$ cat src/rtl/dep_consts.svh
// constants for the debug entry and program counter block
// assumes byte addresses and a 32-bit program counter
`ifndef DEP_CONSTS_SVH
`define DEP_CONSTS_SVH

`define DEP_BKPT_WORD_ADV 32'h0000_0010
`define DEP_BKPT_HALF_ADV 32'h0000_0008
`define DEP_WORD_ADDR     32'h0000_0004
`define DEP_HALF_ADDR     32'h0000_0002
`define DEP_BYTE_ADV      32'h0000_0004
`define DEP_DBG_STEP      32'h0000_0004
`define DEP_SYS_STEP      32'h0000_0014
`define DEP_VEC_ENTRY     32'h0000_0010
`define DEP_PC_RST        32'h0000_0000

`endif

$ cat src/rtl/dep_pkg.sv
// types for the debug entry and program counter block
// assumes no other package is needed
package dep_pkg;

    typedef enum logic [4:0] {
        ST_RUN     = 5'b00001,
        ST_WAITVEC = 5'b00010,
        ST_HALT    = 5'b00100,
        ST_SYS     = 5'b01000,
        ST_SYSABT  = 5'b10000
    } dep_state_t;

    typedef enum logic [1:0] {
        IS_WORD  = 2'b00,
        IS_HALF  = 2'b01,
        IS_BYTE  = 2'b10
    } dep_istate_t;

    typedef enum logic [1:0] {
        MD_PROG  = 2'b00,
        MD_IRQ   = 2'b01,
        MD_ABORT = 2'b10
    } dep_mode_t;

    typedef enum logic [2:0] {
        CS_NONE  = 3'b000,
        CS_BKPT  = 3'b001,
        CS_WPT   = 3'b010,
        CS_REQ   = 3'b011,
        CS_SYS   = 3'b100
    } dep_cause_t;

endpackage

$ cat src/rtl/dep_debug_entry.sv
// debug entry, halt and return program counter control of the core
// assumes core event inputs are on core_clk; ext_dbg_req is an asynchronous pin
`timescale 1ns/1ps
`include "dep_consts.svh"

module dep_debug_entry
    import dep_pkg::*;
#(
    parameter logic [31:0] PABT_VEC = 32'h0000_000C,
    parameter logic [31:0] DABT_VEC = 32'h0000_0010,
    parameter logic [31:0] IRQ_VEC  = 32'h0000_0018
) (
    input  wire logic        core_clk,
    input  wire logic        rst_n,
    input  wire logic        ext_dbg_req,
    input  wire logic [1:0]  core_state,
    input  wire logic [31:0] exec_pc,
    input  wire logic [31:0] next_pc,
    input  wire logic        bkpt_hit,
    input  wire logic        wpt_hit,
    input  wire logic        pabort,
    input  wire logic        dabort,
    input  wire logic        irq_pending,
    input  wire logic        vec_fetched,
    input  wire logic        dbg_exec,
    input  wire logic        system_speed_select,
    input  wire logic        dbg_branch,
    input  wire logic [23:0] branch_offset,
    input  wire logic        sys_done,
    input  wire logic        sys_abort,
    input  wire logic        force_word,
    input  wire logic        restart,
    input  wire logic        flag_clr,
    output logic             halted,
    output logic [31:0]      pc,
    output logic [31:0]      ret_addr,
    output logic [1:0]       mode,
    output logic [1:0]       istate,
    output logic [2:0]       cause,
    output logic             pc_frozen,
    output logic             irq_disable,
    output logic             irq_seen,
    output logic             abort_seen,
    output logic             link_invalid,
    output logic             sys_busy
);

    ////////////////////////////////////////////////////////////////////////////
    // request pin synchroniser

    logic req_m_q;
    logic req_s_q;

    always_ff @(posedge core_clk or negedge rst_n) begin
        if (!rst_n) begin
            req_m_q <= 1'b0;
            req_s_q <= 1'b0;
        end else begin
            req_m_q <= ext_dbg_req;
            req_s_q <= req_m_q;
        end
    end

    ////////////////////////////////////////////////////////////////////////////
    // state

    dep_state_t  st_q, st_d;
    dep_istate_t is_q, is_d;
    dep_mode_t   md_q, md_d;
    dep_cause_t  cs_q, cs_d;
    logic [31:0] pc_q, pc_d;
    logic [31:0] ret_q, ret_d;
    logic        frz_q, frz_d;
    logic        idis_q, idis_d;
    logic        iseen_q, iseen_d;
    logic        aseen_q, aseen_d;
    logic        lnk_q, lnk_d;
    logic [31:0] addr_sz;
    logic [31:0] base;
    logic [31:0] adv;
    logic [31:0] br_off;

    always_comb begin
        st_d    = st_q;
        is_d    = is_q;
        md_d    = md_q;
        cs_d    = cs_q;
        pc_d    = pc_q;
        ret_d   = ret_q;
        frz_d   = frz_q;
        idis_d  = idis_q;
        iseen_d = iseen_q & ~flag_clr;
        aseen_d = aseen_q & ~flag_clr;
        lnk_d   = lnk_q;
        addr_sz = (core_state == IS_HALF) ? `DEP_HALF_ADDR : `DEP_WORD_ADDR;
        base    = exec_pc;
        adv     = `DEP_BKPT_WORD_ADV;
        br_off  = {{6{branch_offset[23]}}, branch_offset, 2'b00};
        case (st_q)
            ST_RUN: begin
                pc_d = exec_pc;
                is_d = dep_istate_t'(core_state);
                if (pabort && bkpt_hit) begin
                    md_d = MD_ABORT;
                    pc_d = PABT_VEC;
                end else if (wpt_hit && dabort) begin
                    aseen_d = 1'b1;
                    md_d    = MD_ABORT;
                    cs_d    = CS_WPT;
                    pc_d    = DABT_VEC;
                    st_d    = ST_WAITVEC;
                end else if (wpt_hit || bkpt_hit || req_s_q) begin
                    st_d   = ST_HALT;
                    idis_d = 1'b1;
                    if (wpt_hit) begin
                        cs_d = CS_WPT;
                        base = next_pc;
                    end else if (bkpt_hit) begin
                        cs_d = CS_BKPT;
                    end else begin
                        cs_d = CS_REQ;
                    end
                    if (core_state == IS_BYTE) begin
                        adv   = `DEP_BYTE_ADV;
                        frz_d = 1'b1;
                    end else if (bkpt_hit && !wpt_hit) begin
                        adv = (core_state == IS_HALF) ? `DEP_BKPT_HALF_ADV
                                                      : `DEP_BKPT_WORD_ADV;
                    end else begin
                        adv = addr_sz << 2;
                    end
                    if (irq_pending) begin
                        iseen_d = 1'b1;
                        md_d    = MD_IRQ;
                        base    = IRQ_VEC;
                        adv     = `DEP_VEC_ENTRY;
                        frz_d   = 1'b0;
                        is_d    = IS_WORD;
                    end
                    pc_d  = base + adv;
                    ret_d = base + adv - `DEP_BYTE_ADV;
                end
            end
            ST_WAITVEC: begin
                if (vec_fetched) begin
                    st_d   = ST_HALT;
                    idis_d = 1'b1;
                    is_d   = IS_WORD;
                    pc_d   = DABT_VEC + `DEP_VEC_ENTRY;
                end
            end
            ST_HALT: begin
                if (force_word) begin
                    frz_d = 1'b0;
                    is_d  = IS_WORD;
                end
                if (restart) begin
                    st_d   = ST_RUN;
                    idis_d = 1'b0;
                    md_d   = MD_PROG;
                    cs_d   = CS_NONE;
                    lnk_d  = 1'b0;
                end else if (dbg_exec && !frz_q) begin
                    if (system_speed_select) begin
                        st_d = ST_SYS;
                        cs_d = CS_SYS;
                    end else if (dbg_branch) begin
                        pc_d = pc_q + `DEP_DBG_STEP + br_off;
                    end else begin
                        pc_d = pc_q + `DEP_DBG_STEP;
                    end
                end
            end
            ST_SYS: begin
                if (sys_abort) begin
                    st_d    = ST_SYSABT;
                    md_d    = MD_ABORT;
                    aseen_d = 1'b1;
                    lnk_d   = 1'b1;
                end else if (sys_done) begin
                    st_d = ST_HALT;
                    pc_d = pc_q + `DEP_SYS_STEP;
                end
            end
            ST_SYSABT: begin
                st_d = ST_HALT;
                pc_d = pc_q + `DEP_SYS_STEP;
            end
            default: begin
                st_d = ST_RUN;
            end
        endcase
    end

    always_ff @(posedge core_clk or negedge rst_n) begin
        if (!rst_n) begin
            st_q    <= ST_RUN;
            is_q    <= IS_WORD;
            md_q    <= MD_PROG;
            cs_q    <= CS_NONE;
            pc_q    <= `DEP_PC_RST;
            ret_q   <= `DEP_PC_RST;
            frz_q   <= 1'b0;
            idis_q  <= 1'b0;
            iseen_q <= 1'b0;
            aseen_q <= 1'b0;
            lnk_q   <= 1'b0;
        end else begin
            st_q    <= st_d;
            is_q    <= is_d;
            md_q    <= md_d;
            cs_q    <= cs_d;
            pc_q    <= pc_d;
            ret_q   <= ret_d;
            frz_q   <= frz_d;
            idis_q  <= idis_d;
            iseen_q <= iseen_d;
            aseen_q <= aseen_d;
            lnk_q   <= lnk_d;
        end
    end

    assign halted       = st_q[2];
    assign sys_busy     = st_q[3];
    assign pc           = pc_q;
    assign ret_addr     = ret_q;
    assign mode         = md_q;
    assign istate       = is_q;
    assign cause        = cs_q;
    assign pc_frozen    = frz_q;
    assign irq_disable  = idis_q;
    assign irq_seen     = iseen_q;
    assign abort_seen   = aseen_q;
    assign link_invalid = lnk_q;

    logic run_clean;
    assign run_clean = (st_q == ST_RUN) && !pabort && !irq_pending && !wpt_hit;
endmodule // dep_debug_entry

$ cat config.mk
export PLATFORM = sky130hd
export DESIGN_NAME = dep_debug_entry
export DESIGN_NICKNAME = d
export VERILOG_FILES = /design/src/rtl/dep_pkg.sv /design/src/rtl/dep_debug_entry.sv
export VERILOG_INCLUDE_DIRS = /design/src /design/src/rtl
export SDC_FILE = /design/constraint.sdc
export NUM_CORES = 1
export LEC_CHECK = 0
export BUFFER_PORTS_ARGS = -buffer_cell sky130_fd_sc_hd__buf_2
export CORE_ASPECT_RATIO = 1.2
export CORE_MARGIN = 4
export CORE_UTILIZATION = 50
export DETAILED_ROUTE_END_ITERATION = 7
export GPL_TIMING_DRIVEN = 0
export PLACE_DENSITY = 0.72
export SYNTH_ARGS = -nofsm -noshare
export SYNTH_HDL_FRONTEND = slang
export SYNTH_SLANG_ARGS = --single-unit
export TNS_END_PERCENT = 5
$ cat constraint.sdc
create_clock -name core_clk -period 5.7 [get_ports core_clk]
set_clock_uncertainty 0.15 [all_clocks]
set_input_delay 0.57 -clock core_clk [delete_from_list [all_inputs] [get_ports core_clk]]
set_output_delay 0.57 -clock core_clk [all_outputs]
set_load 0.05 [all_outputs]
Word-level counts from Yosys, hierarchy flattened
Cells that the tools add are included.
Storage, ports and cells
  bits in registers: 83
  latch bits: 0
  memory bits (writable): 0
  memory bits (read-only): 0
  bits of input ports: 107
  output and inout port bits: 78
  logic and storage cells: 154
  memories kept: 0
Operators by class
  add/subtract/negate cells: 5
  $mul: 0
  div/mod/pow operators: 0
  magnitude comparators: 0
  equal/unequal tests: 26
  shifts and indexed selects: 0
  muxes and demuxes: 83
  bitwise gates (word level): 5
  reductions and logical operators: 22
Operators with widths (number)
  32-bit 2-to-1 mux: 21
  32-bit one-hot mux with 5 select lines: 1
  32-bit adder: 2
  5-bit 2-to-1 mux: 12
  32-bit by 3-bit adder with 32-bit output (second input constant): 1
  32-bit by 5-bit adder with 32-bit output (second input constant): 1
  32-bit by 3-bit subtractor with 32-bit output (second input constant): 1
  2-bit 2-to-1 mux: 14
  5-bit one-hot mux with 5 select lines: 1
  2-bit != test (second input constant): 12
  3-bit 2-to-1 mux: 7
  1-bit 2-to-1 mux: 20
  6-bit AND reduction: 3
  3-bit != test (second input constant): 5
  2-bit one-hot mux with 3 select lines: 2
  5-bit AND reduction: 2
  4-bit != test (second input constant): 2
  7-bit AND reduction: 1
  1-bit one-hot mux with 2 select lines: 3
  3-bit one-hot mux with 2 select lines: 1
  3-bit AND reduction: 2
  3-bit nonzero test: 2
  5-bit by 1-bit == test with 1-bit output (second input constant): 1
  5-bit by 2-bit == test with 1-bit output (second input constant): 1
  14 further kinds: 23

Depth between registers and ports, before layout
  depth after elaboration: 14
  depth in mapped cells: 20
  mapped depth without buffers: 16

Least setup slack after synthesis
Ideal clock, no wire load.
  kind: input to register
  from: input port irq_pending
  to: register ret_q[28] (netlist: ret_addr[28])
  setup time: 132 ps
  arrival time: 4468 ps
  required time: 5418 ps
  setup slack: 951 ps
  stages on the path: 16
  path buffers: 5
  cells stage by stage: buf_2 clkbuf_1 buf_1 clkbuf_1 a211oi_1 fa_1 nand2b_1 a211o_1 or4_4 buf_6 o21a_4 nor4_4 nand4_2 nor3b_2 xor2_1 o21ai_1
Between the ends
  cells in the longest elaborated chain, start to end: 7
  elaborated cells on any way between the ends: 12
  classes of those cells: add/sub (2); mux (10)
RTL lines
  start: declaration: RTL line dep_debug_entry.sv:23  | input wire logic irq_pending,
  32-bit 2-to-1 mux: RTL line dep_debug_entry.sv:132  | if (irq_pending) begin
  32-bit 2-to-1 mux: RTL line dep_debug_entry.sv:112  | end else if (wpt_hit || bkpt_hit || req_s_q) begin
  32-bit 2-to-1 mux: RTL line dep_debug_entry.sv:106  | end else if (wpt_hit && dabort) begin
  32-bit 2-to-1 mux: RTL line dep_debug_entry.sv:103  | if (pabort && bkpt_hit) begin
  32-bit 2-to-1 mux: RTL line dep_debug_entry.sv:99  | case (st_q)
  32-bit adder *: RTL line dep_debug_entry.sv:141  | ret_d = base + adv - `DEP_BYTE_ADV;
  32-bit by 3-bit subtractor with 32-bit output (no line) *
  end signal: assignment: RTL line dep_debug_entry.sv:202  | ret_q <= `DEP_PC_RST;
  end signal: assignment: RTL line dep_debug_entry.sv:214  | ret_q <= ret_d;
  end: declaration: RTL line dep_debug_entry.sv:72  | logic [31:0] ret_q, ret_d;
Mark *: on every way between the ends. The rest lies on a longest branch, timed or not. The select of a mux whose other input is x is not followed.
A chain may end at the register's enable or synchronous reset.

Worst setup path after layout
  from: input port wpt_hit
  to: register ret_q[31] (netlist: ret_addr[31])
Between the ends
  cells in the longest elaborated chain, start to end: 11
  elaborated cells on any way between the ends: 22
  classes of those cells: add/sub (2); mux (13); bitwise (1); reduce/logical (6)
RTL lines
  start: declaration: RTL line dep_debug_entry.sv:20  | input wire logic wpt_hit,
  1-bit logical NOT
  1-bit logical AND: RTL line dep_debug_entry.sv:126  | end else if (bkpt_hit && !wpt_hit) begin
  5-bit 2-to-1 mux: RTL line dep_debug_entry.sv:126
  5-bit 2-to-1 mux: RTL line dep_debug_entry.sv:123  | if (core_state == IS_BYTE) begin
  32-bit 2-to-1 mux: RTL line dep_debug_entry.sv:132
  32-bit 2-to-1 mux: RTL line dep_debug_entry.sv:112
  32-bit 2-to-1 mux: RTL line dep_debug_entry.sv:106
  32-bit 2-to-1 mux: RTL line dep_debug_entry.sv:103
  32-bit 2-to-1 mux: RTL line dep_debug_entry.sv:99
  32-bit adder: RTL line dep_debug_entry.sv:141
  32-bit by 3-bit subtractor with 32-bit output (no line)
Several ways; a longest one is shown, not always the timed one. The select of a mux whose other input is x is not followed.

==> summary.txt <==
Drt
  – Pre-Repair DR Iteration Count: 5
  – DR vias: 10,400
  – Post-DR wirelength/cell: 21.6 um
  – Final ANT Viol Nets: 0
  – # DRC: 0
  – DR iter-0 viols: 1,247
  – Total routed wirelength: 35.7 mm
  – DR vias/cell: 6.28

Yosys
  – Post-synth ARST share: 1.00
  – Synthesized area per cell: 7.45 um^2
  – Main flop type after synthesis: dfrtp_1
  – Synth area leader: dfrtp_1
  – Syn_nets: 1,373
  – Area contributors post-synth: dfrtp_1 23%, nand2_1 6.1%, ha_1 5.9%
  – Cell variety after synth: 83
  – YS warnings: 0
  – Post-synth top area share: 0.226
  – EDFF count, synth: 0
  – Cell area after synthesis: 9100 um^2
  – Sequential fraction of the synthesis area: 0.228
  – Flip-flop and latch count after synthesis: 83
  – Gate Count Post-Synth: 1,221

Hold path
  – WHS Path Cells: 1
  – Hold Path Class: primary input to register
  – Min-delay src: ext_dbg_req

GRT
  – Total track usage: 0.335
  – First-pass GRT wire length: 54.6 mm
  – Total congestion overflow: 0
  – Number of global-route vias before repair: 10,000
  – Initial antenna violation count: 2
  – Pin count of the biggest net entering global routing: 68

Die
  – Die height: 156 um
  – IO Count: 185
  – Row count: 53
  – Initial core utilization: 0.514
  – Die extent in x: 131 um
  – Die area: 20,400 um^2
  – Core area: 17,700 um^2

Critical path
  – Worst setup SP type: primary input
  – Crit path cell chain: buf_2 -> buf_4 -> buf_4 -> buf_4 -> buf_4 -> buf_2 -> mux2i_1 -> nor2_1 -> ha_1 -> inv_1 -> fa_1 -> nand2b_1 -> a211o_1 -> or4_4 -> buf_6 -> nor3_1 -> mux2i_2 -> nand4_1 -> nor3_2 -> xor2_1 -> o21ai_1
  – Instance count on the critical path: 21
  – Most used cell along the critical path: buf_4
  – CP max stage cell: or4_4
  – RR Endpoint: pc[29]
  – Buf+Inv Stages, Crit Path: 8
  – Arr. time, crit path: 5.56 ns
  – Worst Path Class, Setup: primary input to register
  – Worst reg2reg startpoint: pc[5]
  – Reg2Reg Depth: 15
  – Crit end category: register
  – CP max FO: 10
  – Internal reg-to-reg setup slack: 0.43 ns
  – Top delay family on crit path: buffers and inverters
  – Crit-path max cell delay: 0.54 ns
  – Critical Path Source: wpt_hit
  – Worst EP required: 5.77 ns
  – Crit path to: ret_addr[31]

Timing
  – Final worst-path cycle share: 0.963
  – Max_slew headroom: 0.286
  – Max Freq: 182 MHz
  – Post-layout minimum cycle time: 5.49 ns
  – Slew Limit Fails: 0
  – Post-route setup slack: 0.210 ns
  – RSZ-0062 raised after global routing: no
  – Worst Tran Pin Value: 1.06 ns
  – Setup violations, final: 0
  – Hold Slack: 0.170 ns
  – Hold Vio Cnt, Final: 0
  – Fin Setup TNS: 0 ns

Place
  – IO buf count: 184
  – Placed cells: 1,626
  – Dpl cell area: 10,300 um^2
  – DP HPWL: 28.7 mm
  – Routability congestion estimate: 0.970
  – Pre-CTS setup slack: -0.507 ns

Cells and area
  – Final cell utilization of the core: 0.605
  – P&R area growth vs syn: 17.7%
  – Share of cells above drive strength 1: 0.179
  – Cell Count, Final, Fillers Out: 1,649
  – Final instance area: 10,700 um^2
  – Commonest non-fill, non-tap cells in the layout: 188 x buf_2, 147 x nand2_1, 140 x nor2_1
  – Nets@finish: 1,574
  – Commonest non-fill, non-tap cell in the layout: buf_2

Clock tree
  – Reg clk slew, reported paths: 0.07 ns
  – CTS Buf Count: 9
  – Clock sinks: 83
  – Clk_lat worst skew: 0.35 ns
  – Maximum clock path buffer count: 2
  – Root buffer cell: clkbuf_16
  – H-tree Lvls: 3
  – CTS tree: built

Power and ir drop
  – Pleak: 4.80 nW
  – Power Density: 470 nW/um^2
  – VDD IR-drop max: 0.251 mV
  – Total chip power: 5.03 mW

Run status
  – Outcome: complete, no violations

Flow run
  – Maxcap violations: 0
[metal layers]
metal / GRT usage / part of all wire / up-vias / routed length [um]
met5: 0 / 0 / - / 0
li1: - / - / 4881 / -
met3: 0.0442 / 0.072 / 96 / 2560
met4: 0.179 / 0.048 / 0 / 1720
met2: 0.571 / 0.48 / 515 / 17000
met1: 0.417 / 0.40 / 4866 / 14400
[kinds of logic after synthesis]
logic type	after synthesis	synth area share
AOI/OAI and AO/OA	350	0.246
xor gates and xnor gates	94	0.0905
adders and majority gates	45	0.0635
buffers and inverters	91	0.0422
DFF	83	0.228
muxes	44	0.0492
and+or+nand+nor	514	0.280
[synthesized netlist by cell type, types with 27 or more instances]
master,n
a21oi_1,69
mux2i_1,38
ha_1,43
dfrtp_1,82
nor2_1,140
xor2_1,46
clkbuf_1,49
nand2_1,147
inv_1,29
o21ai_0,95
nor3_1,27
xnor2_1,48
nand3_1,58
[report_power, final]
part | internal (mW) | switching [mW]
logic | 0.967 | 2.39
clock network | 0.357 | 0.278
registers | 0.834 | 0.212
[timing repair]
item / CTS / global route
cloned: 0 / 0
gates resized for setup: 2 / 6
endpoints found under the hold margin: 16 / 0
setup endpoints to repair: 8 / 16
hold buffers: 1 / 0
setup buffers: 2 / 1
pin swaps: 1 / 0
[flip-flops by register name, indices dropped and copies added, names as in the netlist, 2 cells and up]
signal,cells
cause,3
istate,2
mode,2
pc,32
ret_addr,32
st_q,5
[worst min path at each step]
| stage | to | slack [ns] |
|---|---|---|
| 6_report | req_m_q | 0.17 |
| 5_1_grt | req_m_q | 0.17 |
| 4_1_cts | req_m_q | 0.16 |
| 3_5_place_dp | req_s_q | 0.21 |
| 3_3_place_gp | req_s_q | 0.19 |
| 2_1_floorplan | abort_seen | 0.12 |
[worst reg2reg max path, cell delays in order, from the launching register on]
cell and delay (ns):
dfrtp_1 0.40, clkbuf_1 0.33, nand2_1 0.21, nor4_2 0.75
nand3_1 0.18, xnor2_1 0.29, ha_1 0.35, o21a_1 0.19
nor2_1 0.15, nor3b_1 0.10, a211oi_1 0.39, a31oi_1 0.30
a311oi_1 0.68, nor2_1 0.13, or4_1 0.49, o211ai_1 0.09
[area by class of cell]
class | instances | area [um^2]
Sequential cell | 83 | 2080
Antenna cell | 2 | 5.00
Multi-Input combinational cell | 1047 | 6660
Inverter | 29 | 109
Clock buffer | 10 | 239
Fill cell | 1739 | 7000
Buffer | 62 | 278
Clock inverter | 6 | 72.6
Tap cell | 220 | 275
Timing Repair Buffer | 190 | 988
(Power assumes the default switching activity.)
